$ cat src/core/adc_out_defines.svh
// register offsets, field positions, reset values and link constants
`ifndef ADC_OUT_DEFINES_SVH
`define ADC_OUT_DEFINES_SVH

`define WORD_BITS 5'h10
`define ADDR_DONE_BITS 5'h08
`define RW_BIT 15
`define ADDR_MSB 14
`define ADDR_LSB 8

`define ADDR_SOFT_RESET 7'h00
`define ADDR_OUTPUT_MODE 7'h02
`define ADDR_PATTERN_HIGH 7'h03
`define ADDR_PATTERN_LOW 7'h04
`define SOFT_RESET_BIT 7

`define MODE_RESET 8'h00
`define PATTERN_HIGH_RESET 8'h00
`define PATTERN_LOW_RESET 8'h00

`define CURRENT_MSB 7
`define CURRENT_LSB 5
`define TERMINATION_BIT 4
`define OUTPUT_DISABLE_BIT 3
`define FORMAT_MSB 2
`define FORMAT_LSB 0
`define PATTERN_ENABLE_BIT 7
`define PATTERN_UPPER_MSB 5
`define PATTERN_LOWER_MSB 7
`define PATTERN_LOWER_LSB 2
`define PATTERN_EXTRA_MSB 1

`define CURRENT_4P0 6'h28
`define CURRENT_4P5 6'h2D
`define CURRENT_3P0 6'h1E
`define CURRENT_2P5 6'h19
`define CURRENT_2P1 6'h15
`define CURRENT_DEFAULT 6'h23

`endif

$ cat src/core/adc_out_pkg.sv
// types shared by the output mode register bank
package adc_out_pkg;
    typedef enum logic [2:0] {
        cur_default = 3'h0,
        cur_4p0 = 3'h1,
        cur_4p5 = 3'h2,
        cur_unused = 3'h3,
        cur_3p0 = 3'h4,
        cur_2p5 = 3'h5,
        cur_2p1 = 3'h6,
        cur_spare = 3'h7
    } current_code_t;

    typedef enum logic [2:0] {
        fmt_2l_16 = 3'h0,
        fmt_2l_14 = 3'h1,
        fmt_2l_12 = 3'h2,
        fmt_unused_a = 3'h3,
        fmt_unused_b = 3'h4,
        fmt_1l_14 = 3'h5,
        fmt_1l_12 = 3'h6,
        fmt_1l_16 = 3'h7
    } format_code_t;
endpackage

$ cat src/core/spi_word_if.sv
// carrier between the serial word receiver and the register bank
`timescale 1ns/1ps
interface spi_word_if;
    logic addr_valid;
    logic wr_stb;
    logic [6:0] addr;
    logic [7:0] wdata;
    logic [7:0] rdata;

    modport rx
    (
        output addr_valid,
        output wr_stb,
        output addr,
        output wdata,
        input rdata
    );

    modport regs
    (
        input addr_valid,
        input wr_stb,
        input addr,
        input wdata,
        output rdata
    );
endinterface

$ cat src/core/spi_word_rx.sv
// serial word receiver: samples the serial pins, decodes 16-bit words
`timescale 1ns/1ps
`include "adc_out_defines.svh"
module spi_word_rx
(
    // clock and reset
    input wire logic core_clk,
    input wire logic arst_n,
    // serial pins
    input wire logic cs_n,
    input wire logic sck,
    input wire logic sdi,
    output logic sdo_out,
    output logic sdo_oe,
    // register side
    spi_word_if.rx bus
);
    // ==========================================
    // pin synchronisers
    logic [2:0] sync1;
    logic [2:0] sync2;
    logic sck_prev;
    always_ff @(posedge core_clk or negedge arst_n)
    begin
        if (!arst_n)
        begin
            // idle levels: deselected, link clock low
            sync1 <= 3'h4;
            sync2 <= 3'h4;
            sck_prev <= 1'b0;
        end
        else
        begin
            sync1 <= {cs_n, sck, sdi};
            sync2 <= sync1;
            sck_prev <= sync2[1];
        end
    end

    logic cs_act;
    logic sck_rise;
    logic sck_fall;
    assign cs_act = !sync2[2];
    assign sck_rise = cs_act && sync2[1] && !sck_prev;
    assign sck_fall = cs_act && !sync2[1] && sck_prev;

    // ==========================================
    // word shifter and read-back
    logic [4:0] cnt;
    logic [15:0] shreg;
    logic [7:0] rd_shift;
    logic sdo_low;
    logic rd_cmd;
    logic addr_valid;
    logic wr_stb;
    logic [4:0] next_cnt;
    logic [15:0] next_shreg;
    logic [7:0] next_rd_shift;
    logic next_sdo_low;
    logic next_rd_cmd;
    logic next_addr_valid;
    logic next_wr_stb;

    always_comb
    begin
        next_cnt = cnt;
        next_shreg = shreg;
        next_rd_shift = rd_shift;
        next_sdo_low = sdo_low;
        next_rd_cmd = rd_cmd;
        next_addr_valid = 1'b0;
        next_wr_stb = 1'b0;
        if (!cs_act)
        begin
            next_cnt = 5'h00;
            next_sdo_low = 1'b0;
            next_rd_cmd = 1'b0;
        end
        else if (sck_rise && cnt != `WORD_BITS)
        begin
            // edges past the sixteenth are ignored
            next_cnt = cnt + 5'h01;
            next_shreg = {shreg[14:0], sync2[0]};
            next_addr_valid = (next_cnt == `ADDR_DONE_BITS);
            next_wr_stb = (next_cnt == `WORD_BITS) && !shreg[`RW_BIT - 1];
        end
        else if (sck_fall && rd_cmd && cnt >= `ADDR_DONE_BITS && cnt != `WORD_BITS)
        begin
            next_sdo_low = !rd_shift[7];
            next_rd_shift = {rd_shift[6:0], 1'b0};
        end
        if (addr_valid)
        begin
            // direction bit sits at bit 7 only while the count is eight
            next_rd_cmd = shreg[`RW_BIT - 8];
            next_rd_shift = bus.rdata;
        end
    end

    always_ff @(posedge core_clk or negedge arst_n)
    begin
        if (!arst_n)
        begin
            cnt <= 5'h00;
            shreg <= 16'h0000;
            rd_shift <= 8'h00;
            sdo_low <= 1'b0;
            rd_cmd <= 1'b0;
            addr_valid <= 1'b0;
            wr_stb <= 1'b0;
        end
        else
        begin
            cnt <= next_cnt;
            shreg <= next_shreg;
            rd_shift <= next_rd_shift;
            sdo_low <= next_sdo_low;
            rd_cmd <= next_rd_cmd;
            addr_valid <= next_addr_valid;
            wr_stb <= next_wr_stb;
        end
    end

    // address sits in the low seven bits after eight edges
    assign bus.addr = addr_valid ? shreg[6:0] : shreg[`ADDR_MSB:`ADDR_LSB];
    assign bus.wdata = shreg[7:0];
    assign bus.addr_valid = addr_valid;
    assign bus.wr_stb = wr_stb;
    // open drain: only ever pulls low
    assign sdo_out = 1'b0;
    assign sdo_oe = sdo_low;
endmodule

$ cat src/core/adc_out_regs.sv
// output mode and test pattern register bank with serial access
`timescale 1ns/1ps
`include "adc_out_defines.svh"
module adc_out_regs
(
    // clock and reset
    input wire logic core_clk,
    input wire logic arst_n,
    // serial configuration pins
    input wire logic cs_n,
    input wire logic sck,
    input wire logic sdi,
    output logic sdo_out,
    output logic sdo_oe,
    // conversion data in
    input wire logic [11:0] conv_a,
    input wire logic [11:0] conv_b,
    // data toward the serializer
    output logic [11:0] out_a,
    output logic [11:0] out_b,
    output logic [1:0] out_extra,
    output logic outputs_enabled,
    output logic pattern_active,
    // driver and format controls
    output logic [5:0] driver_current_tenth_ma,
    output logic termination_enable,
    output logic two_lanes,
    output logic [4:0] serial_bits,
    output logic format_valid
);
    spi_word_if bus();

    spi_word_rx u_rx
    (
        .core_clk(core_clk),
        .arst_n(arst_n),
        .cs_n(cs_n),
        .sck(sck),
        .sdi(sdi),
        .sdo_out(sdo_out),
        .sdo_oe(sdo_oe),
        .bus(bus)
    );

    // ==========================================
    // registers
    logic [7:0] output_mode_control;
    logic [7:0] test_pattern_high;
    logic [7:0] test_pattern_low;
    logic [7:0] next_output_mode_control;
    logic [7:0] next_test_pattern_high;
    logic [7:0] next_test_pattern_low;

    always_comb
    begin
        next_output_mode_control = output_mode_control;
        next_test_pattern_high = test_pattern_high;
        next_test_pattern_low = test_pattern_low;
        if (bus.wr_stb)
        begin
            case (bus.addr)
                `ADDR_SOFT_RESET:
                begin
                    if (bus.wdata[`SOFT_RESET_BIT])
                    begin
                        next_output_mode_control = `MODE_RESET;
                        next_test_pattern_high = `PATTERN_HIGH_RESET;
                        next_test_pattern_low = `PATTERN_LOW_RESET;
                    end
                end
                `ADDR_OUTPUT_MODE: next_output_mode_control = bus.wdata;
                `ADDR_PATTERN_HIGH: next_test_pattern_high = bus.wdata;
                `ADDR_PATTERN_LOW: next_test_pattern_low = bus.wdata;
                default: next_output_mode_control = output_mode_control;
            endcase
        end
    end

    always_ff @(posedge core_clk or negedge arst_n)
    begin
        if (!arst_n)
        begin
            output_mode_control <= `MODE_RESET;
            test_pattern_high <= `PATTERN_HIGH_RESET;
            test_pattern_low <= `PATTERN_LOW_RESET;
        end
        else
        begin
            output_mode_control <= next_output_mode_control;
            test_pattern_high <= next_test_pattern_high;
            test_pattern_low <= next_test_pattern_low;
        end
    end

    // read-back; reset register and unmapped addresses read zero
    always_comb
    begin
        case (bus.addr)
            `ADDR_OUTPUT_MODE: bus.rdata = output_mode_control;
            `ADDR_PATTERN_HIGH: bus.rdata = test_pattern_high;
            `ADDR_PATTERN_LOW: bus.rdata = test_pattern_low;
            default: bus.rdata = 8'h00;
        endcase
    end

    // ==========================================
    // field decode
    adc_out_pkg::current_code_t cur_code;
    adc_out_pkg::format_code_t fmt_code;
    assign cur_code = adc_out_pkg::current_code_t'(
        output_mode_control[`CURRENT_MSB:`CURRENT_LSB]);
    assign fmt_code = adc_out_pkg::format_code_t'(
        output_mode_control[`FORMAT_MSB:`FORMAT_LSB]);

    logic [5:0] next_current;
    logic next_two_lanes;
    logic [4:0] next_bits;
    logic next_fmt_valid;
    logic [11:0] pattern;

    always_comb
    begin
        case (cur_code)
            adc_out_pkg::cur_4p0: next_current = `CURRENT_4P0;
            adc_out_pkg::cur_4p5: next_current = `CURRENT_4P5;
            adc_out_pkg::cur_3p0: next_current = `CURRENT_3P0;
            adc_out_pkg::cur_2p5: next_current = `CURRENT_2P5;
            adc_out_pkg::cur_2p1: next_current = `CURRENT_2P1;
            default: next_current = `CURRENT_DEFAULT;
        endcase
    end

    always_comb
    begin
        next_fmt_valid = 1'b1;
        case (fmt_code)
            adc_out_pkg::fmt_2l_16: {next_two_lanes, next_bits} = {1'b1, 5'h10};
            adc_out_pkg::fmt_2l_14: {next_two_lanes, next_bits} = {1'b1, 5'h0E};
            adc_out_pkg::fmt_2l_12: {next_two_lanes, next_bits} = {1'b1, 5'h0C};
            adc_out_pkg::fmt_1l_14: {next_two_lanes, next_bits} = {1'b0, 5'h0E};
            adc_out_pkg::fmt_1l_12: {next_two_lanes, next_bits} = {1'b0, 5'h0C};
            adc_out_pkg::fmt_1l_16: {next_two_lanes, next_bits} = {1'b0, 5'h10};
            default:
            begin
                {next_two_lanes, next_bits} = {1'b1, 5'h10};
                next_fmt_valid = 1'b0;
            end
        endcase
    end

    // bit 6 of the high register is not used
    assign pattern = {test_pattern_high[`PATTERN_UPPER_MSB:0],
                      test_pattern_low[`PATTERN_LOWER_MSB:`PATTERN_LOWER_LSB]};

    // ==========================================
    // registered outputs
    logic pat_on;
    logic wide_fmt;
    logic [11:0] next_out_a;
    logic [11:0] next_out_b;
    logic [1:0] next_out_extra;
    logic next_outputs_enabled;
    assign pat_on = test_pattern_high[`PATTERN_ENABLE_BIT];
    // extra slots exist only in 14 and 16 bit serialization
    assign wide_fmt = next_bits != 5'h0C;

    // pattern replaces conversion data on both channels
    always_comb
    begin
        next_out_a = conv_a;
        next_out_b = conv_b;
        next_out_extra = 2'h0;
        if (pat_on)
        begin
            next_out_a = pattern;
            next_out_b = pattern;
        end
        // extra bits have no use outside the wide formats
        if (pat_on && wide_fmt)
        begin
            next_out_extra = test_pattern_low[`PATTERN_EXTRA_MSB:0];
        end
        next_outputs_enabled = !output_mode_control[`OUTPUT_DISABLE_BIT];
    end

    always_ff @(posedge core_clk or negedge arst_n)
    begin
        if (!arst_n)
        begin
            out_a <= 12'h000;
            out_b <= 12'h000;
            out_extra <= 2'h0;
            outputs_enabled <= 1'b1;
            pattern_active <= 1'b0;
            driver_current_tenth_ma <= `CURRENT_DEFAULT;
            termination_enable <= 1'b0;
            two_lanes <= 1'b1;
            serial_bits <= 5'h10;
            format_valid <= 1'b1;
        end
        else
        begin
            out_a <= next_out_a;
            out_b <= next_out_b;
            out_extra <= next_out_extra;
            outputs_enabled <= next_outputs_enabled;
            pattern_active <= pat_on;
            driver_current_tenth_ma <= next_current;
            termination_enable <= output_mode_control[`TERMINATION_BIT];
            two_lanes <= next_two_lanes;
            serial_bits <= next_bits;
            format_valid <= next_fmt_valid;
        end
    end
endmodule

$ cat config.mk
export PLATFORM = sky130hd
export DESIGN_NAME = adc_out_regs
export DESIGN_NICKNAME = d
export VERILOG_FILES = /design/src/core/adc_out_pkg.sv /design/src/core/spi_word_if.sv /design/src/core/spi_word_rx.sv /design/src/core/adc_out_regs.sv
export VERILOG_INCLUDE_DIRS = /design/src /design/src/core
export SDC_FILE = /design/constraint.sdc
export NUM_CORES = 1
export LEC_CHECK = 0
export BUFFER_PORTS_ARGS = -buffer_cell sky130_fd_sc_hd__buf_2
export CORE_MARGIN = 3
export CORE_UTILIZATION = 45
export CTS_BUF_LIST = sky130_fd_sc_hd__clkbuf_2 sky130_fd_sc_hd__clkbuf_4 sky130_fd_sc_hd__clkbuf_8
export CTS_CLUSTER_SIZE = 8
export DETAILED_ROUTE_END_ITERATION = 16
export PLACE_DENSITY = 0.68
export SLEW_MARGIN = 20
export SYNTH_ARGS = -nofsm -noshare
export SYNTH_HDL_FRONTEND = slang
export SYNTH_HIERARCHICAL = 1
export SYNTH_SLANG_ARGS = --single-unit
$ cat constraint.sdc
create_clock -name core_clk -period 4.68 [get_ports core_clk]
set_clock_uncertainty 0.2 [all_clocks]
set_input_delay 0.702 -clock core_clk [delete_from_list [all_inputs] [get_ports core_clk]]
set_output_delay 0.702 -clock core_clk [all_outputs]
set_load 0.1 [all_outputs]
# Word level (Yosys, flattened, before mapping)
# Cells that the tools add are included.
# totals
inputBits	29
latchBits	0
word_cells	110
rom_bits	0
ff_bits	105
mem_bits_rw	0
memories	0
# classes
n_mul	0
add_sub_neg	1
mux	28
n_bitwise	1
n_shift	0
eq_ne	21
order_cmp	1
n_reduce_logical	35
div_mod_pow	0
# op_table
cell	n
case mux 8 bit (2 select lines)	3
2-to-1 mux 8 bit	5
case mux 6 bit (5 select lines)	1
2-to-1 mux 12 bit	2
case mux 8 bit (3 select lines)	1
== test 3 bit (second input constant)	6
== test 7 x 2 -> 1 bit (second input constant)	2
nonzero test 2 bit	7
AND reduction 3 bit	4
2-to-1 mux 1 bit	11
logical AND 1 bit	10
2-to-1 mux 5 bit	2
case mux 5 bit (2 select lines)	1
== test 7 x 3 -> 1 bit (second input constant)	1
zero test 7 bit	1
2-to-1 mux 7 bit	1
== test 3 x 1 -> 1 bit (second input constant)	2
== test 3 x 2 -> 1 bit (second input constant)	2
zero test 1 bit	6
!= test 2 x 1 -> 1 bit (second input constant)	3
OR reduction 6 bit	1
adder 5 x 1 -> 5 bit (second input constant)	1
== test 5 x 4 -> 1 bit (second input constant)	1
== test 5 bit (second input constant)	1
other kinds (10)	12

# Depth between registers and ports, before layout
# depth
word_depth	10
depth_mapped	9
mapped_depth_nobuf	6

# Hierarchy
# The synthesis kept the hierarchy.
# modules_own_cells
mod	n_inst	cells_per_inst	area_per_inst_um2
adc_out_regs	1	223	2568.7
spi_word_rx	1	139	1891.8

# Worst setup path after synthesis
# Ideal clock, no wire load.
# synth_path
path_type	register -> register
from	register u_rx.addr_valid (netlist: u_rx/bus.addr_valid)
to	register output_mode_control[0]
synth_period_minus_slack_ns	2.883
arrival_time_ns	2.562
slack_ns	1.797
setup_ns	0.121
stages_incl_launch_ff	8
path_buffers	3
path_cell_list	dfrtp_1 clkbuf_1 buf_2 mux2_2 or4_4 or4_4 buf_6 a22o_1
# synth_between
elab_chain_cells	4
word_cells_on_any_way	7
cone_classes	eq/ne (2); mux (2); reduce/logical (3)
# synth_rtl
item	line	rtl
start: declaration	spi_word_rx.sv:54	logic addr_valid;
start signal: assignment	spi_word_rx.sv:119	addr_valid <= next_addr_valid;
2-to-1 mux 7 bit (*)	spi_word_rx.sv:125	assign bus.addr = addr_valid ? shreg[6:0] : shreg[`ADDR_MSB:`ADDR_LSB];
named net bus.addr[5]	spi_word_if.sv:6	logic [6:0] addr;
zero test 7 bit or == test 7 x 2 -> 1 bit (tied branches)	adc_out_regs.sv:61	case (bus.addr)
!= test 2 x 1 -> 1 bit (no source line) or nonzero test 2 bit (tied branches)	-	
AND reduction 3 bit (no source line)	-	
end signal: assignment	adc_out_regs.sv:83	output_mode_control <= `MODE_RESET;
end signal: assignment	adc_out_regs.sv:89	output_mode_control <= next_output_mode_control;
end: declaration	adc_out_regs.sv:47	logic [7:0] output_mode_control;
# Mark *: on every way through the listed nets, which the timed path passes. The rest lies on a longest branch.
# A chain may end at the register's enable or synchronous reset.

# Worst setup path in the final report
# layout_path
from	register u_rx.addr_valid (netlist: u_rx/bus.addr_valid)
to	register test_pattern_high[5]
# layout_between
elab_chain_cells	4
word_cells_on_any_way	7
cone_classes	eq/ne (2); mux (2); reduce/logical (3)
# layout_rtl
item	line	rtl
2-to-1 mux 7 bit (*)	spi_word_rx.sv:125	
named net bus.addr[5]	spi_word_if.sv:6	
== test 7 x 2 -> 1 bit or zero test 7 bit (tied branches)	adc_out_regs.sv:61	
nonzero test 2 bit (no source line) or != test 2 x 1 -> 1 bit (tied branches)	-	
AND reduction 3 bit (no source line)	-	
end signal: assignment	adc_out_regs.sv:84	test_pattern_high <= `PATTERN_HIGH_RESET;
end signal: assignment	adc_out_regs.sv:90	test_pattern_high <= next_test_pattern_high;
end: declaration	adc_out_regs.sv:48	logic [7:0] test_pattern_high;
# Marks and branches as above.

==> metrics.md <==
| Metric | Value |
|---|---|
| Status | completed |
| Pre-Repair DR Iteration Count | 4 |
| Synth Register Bits | 103 |
| Design area | 0.00503 sq mm |
| Part of the cycle the worst path needs | 64.7% |
| Synth area leaders | dfrtp_1 (53%), dfstp_2 (5.3%), a22o_1 (4.9%) |
| Grt total ovfl | 0 |
| Layout cells sized above 1 | 32.9% |
| Via density | 5.11 |
| Core Footprint | 0.00942 sq mm |
| Row count | 35 |
| CP endpoint kind | register |
| Leakage | 2.46 nW |
| Die H | 106 um |
| Ant. Diodes | 0 |
| Final Core Density | 53.4% |
| Post-Synthesis Cells | 362 |
| H-tree depth | 3 |
| Vias in the first global route | 2827 |
| Initial Util | 47.4% |
| RSZ-0062 raised after global routing | false |
| Startpoint Class | register |
| Tot Pwr | 1.82 mW |
| Hold Vio Cnt, Final | 0 |
| Synth top area share | 52.7% |
| Worst-Skew Late Latency | 0.37 ns |
| CP max stage cell | dfrtp_1 |
| Register area share after synthesis | 58.0% |
| Hold WC Path Type | reg2reg |
| Synthesized cell area | 0.00446 sq mm |
| Final wirelength | 8470 um |
| Fmax | 0.330 GHz |
| Post-CTS Setup Bufs | 0 |
| Worst path arrival time | 3.14 ns |
| Place WS | 1.70 ns |
| CP required | 4.80 ns |
| Max-Cap Viols | 0 |
| Maximum clock path buffer count | 2 |
| Hold depth | 0 |
| First-pass GRT wire length | 14100 um |
| Post-synth EDFFs | 0 |
| Ys Warns | 6 |
| PortBufs | 70 |
| Pin count of the biggest net entering global routing | 64 |
| Vias | 2817 |
| Detail Route Antenna Nets | 0 |
| Die area | 0.0111 sq mm |
| First DRT Iteration DRCs | 230 |
| Mean post-synth cell area | 12.3 sq um |
| CTS tree | built |
| Die span in x | 106 um |
| Cell Area, Placed | 0.00480 sq mm |
| # nets final | 449 |
| Slew Limit Fails | 0 |
| R2R cell count | 4 |
| Post-DP HPWL | 5950 um |
| CTS Hold Bufs | 0 |
| GRT Util Overall | 15.9% |
| GP Congestion | 0.814 |
| Final worst slack | 1.65 ns |
| Syn_nets | 394 |
| FILL cells | 833 |
| Clock sinks | 103 |
| Crit-path max FO | 19 |
| Setup TNS | 0 ns |
| Average wire per standard cell | 15.4 um |
| Max stage delay on crit path | 0.74 ns |
| Primary FF master, synth | dfrtp_1 |
| Clock transition at path regs | 0.11 ns |
| Setup CP Type | reg2reg |
| Critical Path, Cell by Cell | mux2_2 > or4_4 > nor3_1 > a22o_1 |
| DRC viols | 0 |
| I/O Pins | 73 |
| Setup Viol. Count Final | 0 |
| Area Growth Syn to Fin | 12.7% |
| Post-CTS Resized | 0 |
| Fraction of registers with async set/reset | 100% |
| Root Driver | clkbuf_8 |
| Tmin final | 3.03 ns |
| Relative slew slack | 30.6% |
| Total CTS buffers | 9 |
| Synth area leader | dfrtp_1 |
| VDD IR max | 0.242 mV |
| Antenna violations before repair | 0 |
| Synth unique cells | 52 |
| Pwr Density | 361 mW/mm^2 |
| Slew @ Worst Pin | 1.04 ns |
path summary, 6_finish.rpt:
| check | start | to | slack [ns] |
|---|---|---|---|
| setup reg to reg | u_rx/bus.addr_valid | test_pattern_high[5] | 1.65 |
| max in group asynchronous | arst_n | u_rx/rd_shift[7] | 3.10 |
| hold reg to reg | u_rx/sync1[2] | u_rx/sync2[2] | 0.16 |
| hold / removal | u_rx/sync1[2] | u_rx/sync2[2] | 0.16 |
| min in group asynchronous | arst_n | out_b[6] | 0.18 |
| setup / recovery | u_rx/bus.addr_valid | test_pattern_high[5] | 1.65 |
cell usage after synthesis (8+ instances only):
master / instances
dfstp_2: 9
o21ai_0: 27
mux2_2: 15
inv_1: 30
a22o_1: 25
nand2_1: 20
nor2_1: 17
dfrtp_1: 94
a22oi_1: 8
clkbuf_1: 8
buf_4: 11
mux2_4: 14
cell usage in the layout, fill, tap and decap left out, types with 2 or more instances in the layout:
| master | count |
|---|---|
| nor2_1 | 17 |
| inv_6 | 3 |
| o22a_1 | 6 |
| a22oi_1 | 8 |
| a31o_1 | 7 |
| conb_1 | 2 |
| dfrtp_1 | 94 |
| xor2_1 | 2 |
| nand2b_1 | 7 |
| buf_2 | 69 |
| buf_4 | 2 |
| o21ai_0 | 27 |
| nand2_1 | 20 |
| inv_1 | 30 |
| a22o_1 | 25 |
| dfstp_2 | 9 |
| nor2b_1 | 3 |
| xnor2_1 | 5 |
| a21boi_1 | 3 |
| a21oi_1 | 2 |
| nand3_1 | 2 |
| mux2_4 | 14 |
| a21boi_0 | 3 |
| clkbuf_8 | 9 |
| nand2_2 | 2 |
| mux2i_1 | 2 |
| or4_4 | 2 |
| ha_1 | 3 |
| mux2_2 | 15 |
| clkinv_8 | 3 |
| and3_1 | 3 |
cell families (layout without fill, tap and decap cells):
family | count (synthesis) | count (layout) | share of synthesized area, %
buf+inv | 58 | 118 | 6.70
mux | 32 | 32 | 9.20
flops | 103 | 103 | 58.0
fa+ha+maj | 3 | 3 | 0.842
xor+xnor | 7 | 7 | 1.37
compound gates | 86 | 86 | 14.0
other cells | 2 | 2 | 0.168
simple gates | 71 | 71 | 9.65
area by class of cell:
| type | count | area [sq um] | area share (%) |
|---|---|---|---|
| clock buffer | 9 | 124 | 2.46 |
| clock inverter | 7 | 86.3 | 1.72 |
| inverter | 30 | 113 | 2.24 |
| multi-input combinational | 201 | 1580 | 31.4 |
| sequential | 103 | 2590 | 51.5 |
| tap | 129 | 161 | 3.21 |
| timing repair buffer | 72 | 375 | 7.47 |
metal layers:
layer	track usage [%]	vias up	share of wire, %
met2	25.6	73	48
met5	0	-	0
met4	5.37	0	1.3
met1	21.4	1389	46
li1	-	1346	-
met3	3.37	9	4.7
registers in the layout, indices dropped and copies added, names as in the netlist, 2 cells and up:
register	count
u_rx/shreg	15
test_pattern_low	8
u_rx/rd_shift	8
driver_current_tenth_ma	6
out_a	12
test_pattern_high	8
output_mode_control	8
u_rx/cnt	5
serial_bits	3
u_rx/sync1	3
u_rx/sync2	3
out_extra	2
out_b	12
power breakdown:
part	internal [mW]	switching, mW
Clock	0.216	0.342
Sequential	0.937	0.0833
Combinational	0.0858	0.154
Total	1.24	0.579
worst max-delay path, delay by kind of cell, from the launching register on:
family / cells / cell delay, ns
and+or+nand+nor: 2 / 1.37
DFF: 1 / 0.74
muxes: 1 / 0.41
AOI/OAI and AO/OA: 1 / 0.24
through the flow:
stage / std cells / hold WS [ns]
CTS: 550 / 0.167
floorplan: 362 / 0.131
detailed placement: 534 / 0.135
global placement: 534 / 0.133
global route: 551 / 0.172
finish: 551 / 0.164
No activity file was read; power rests on OpenSTA's default activity.
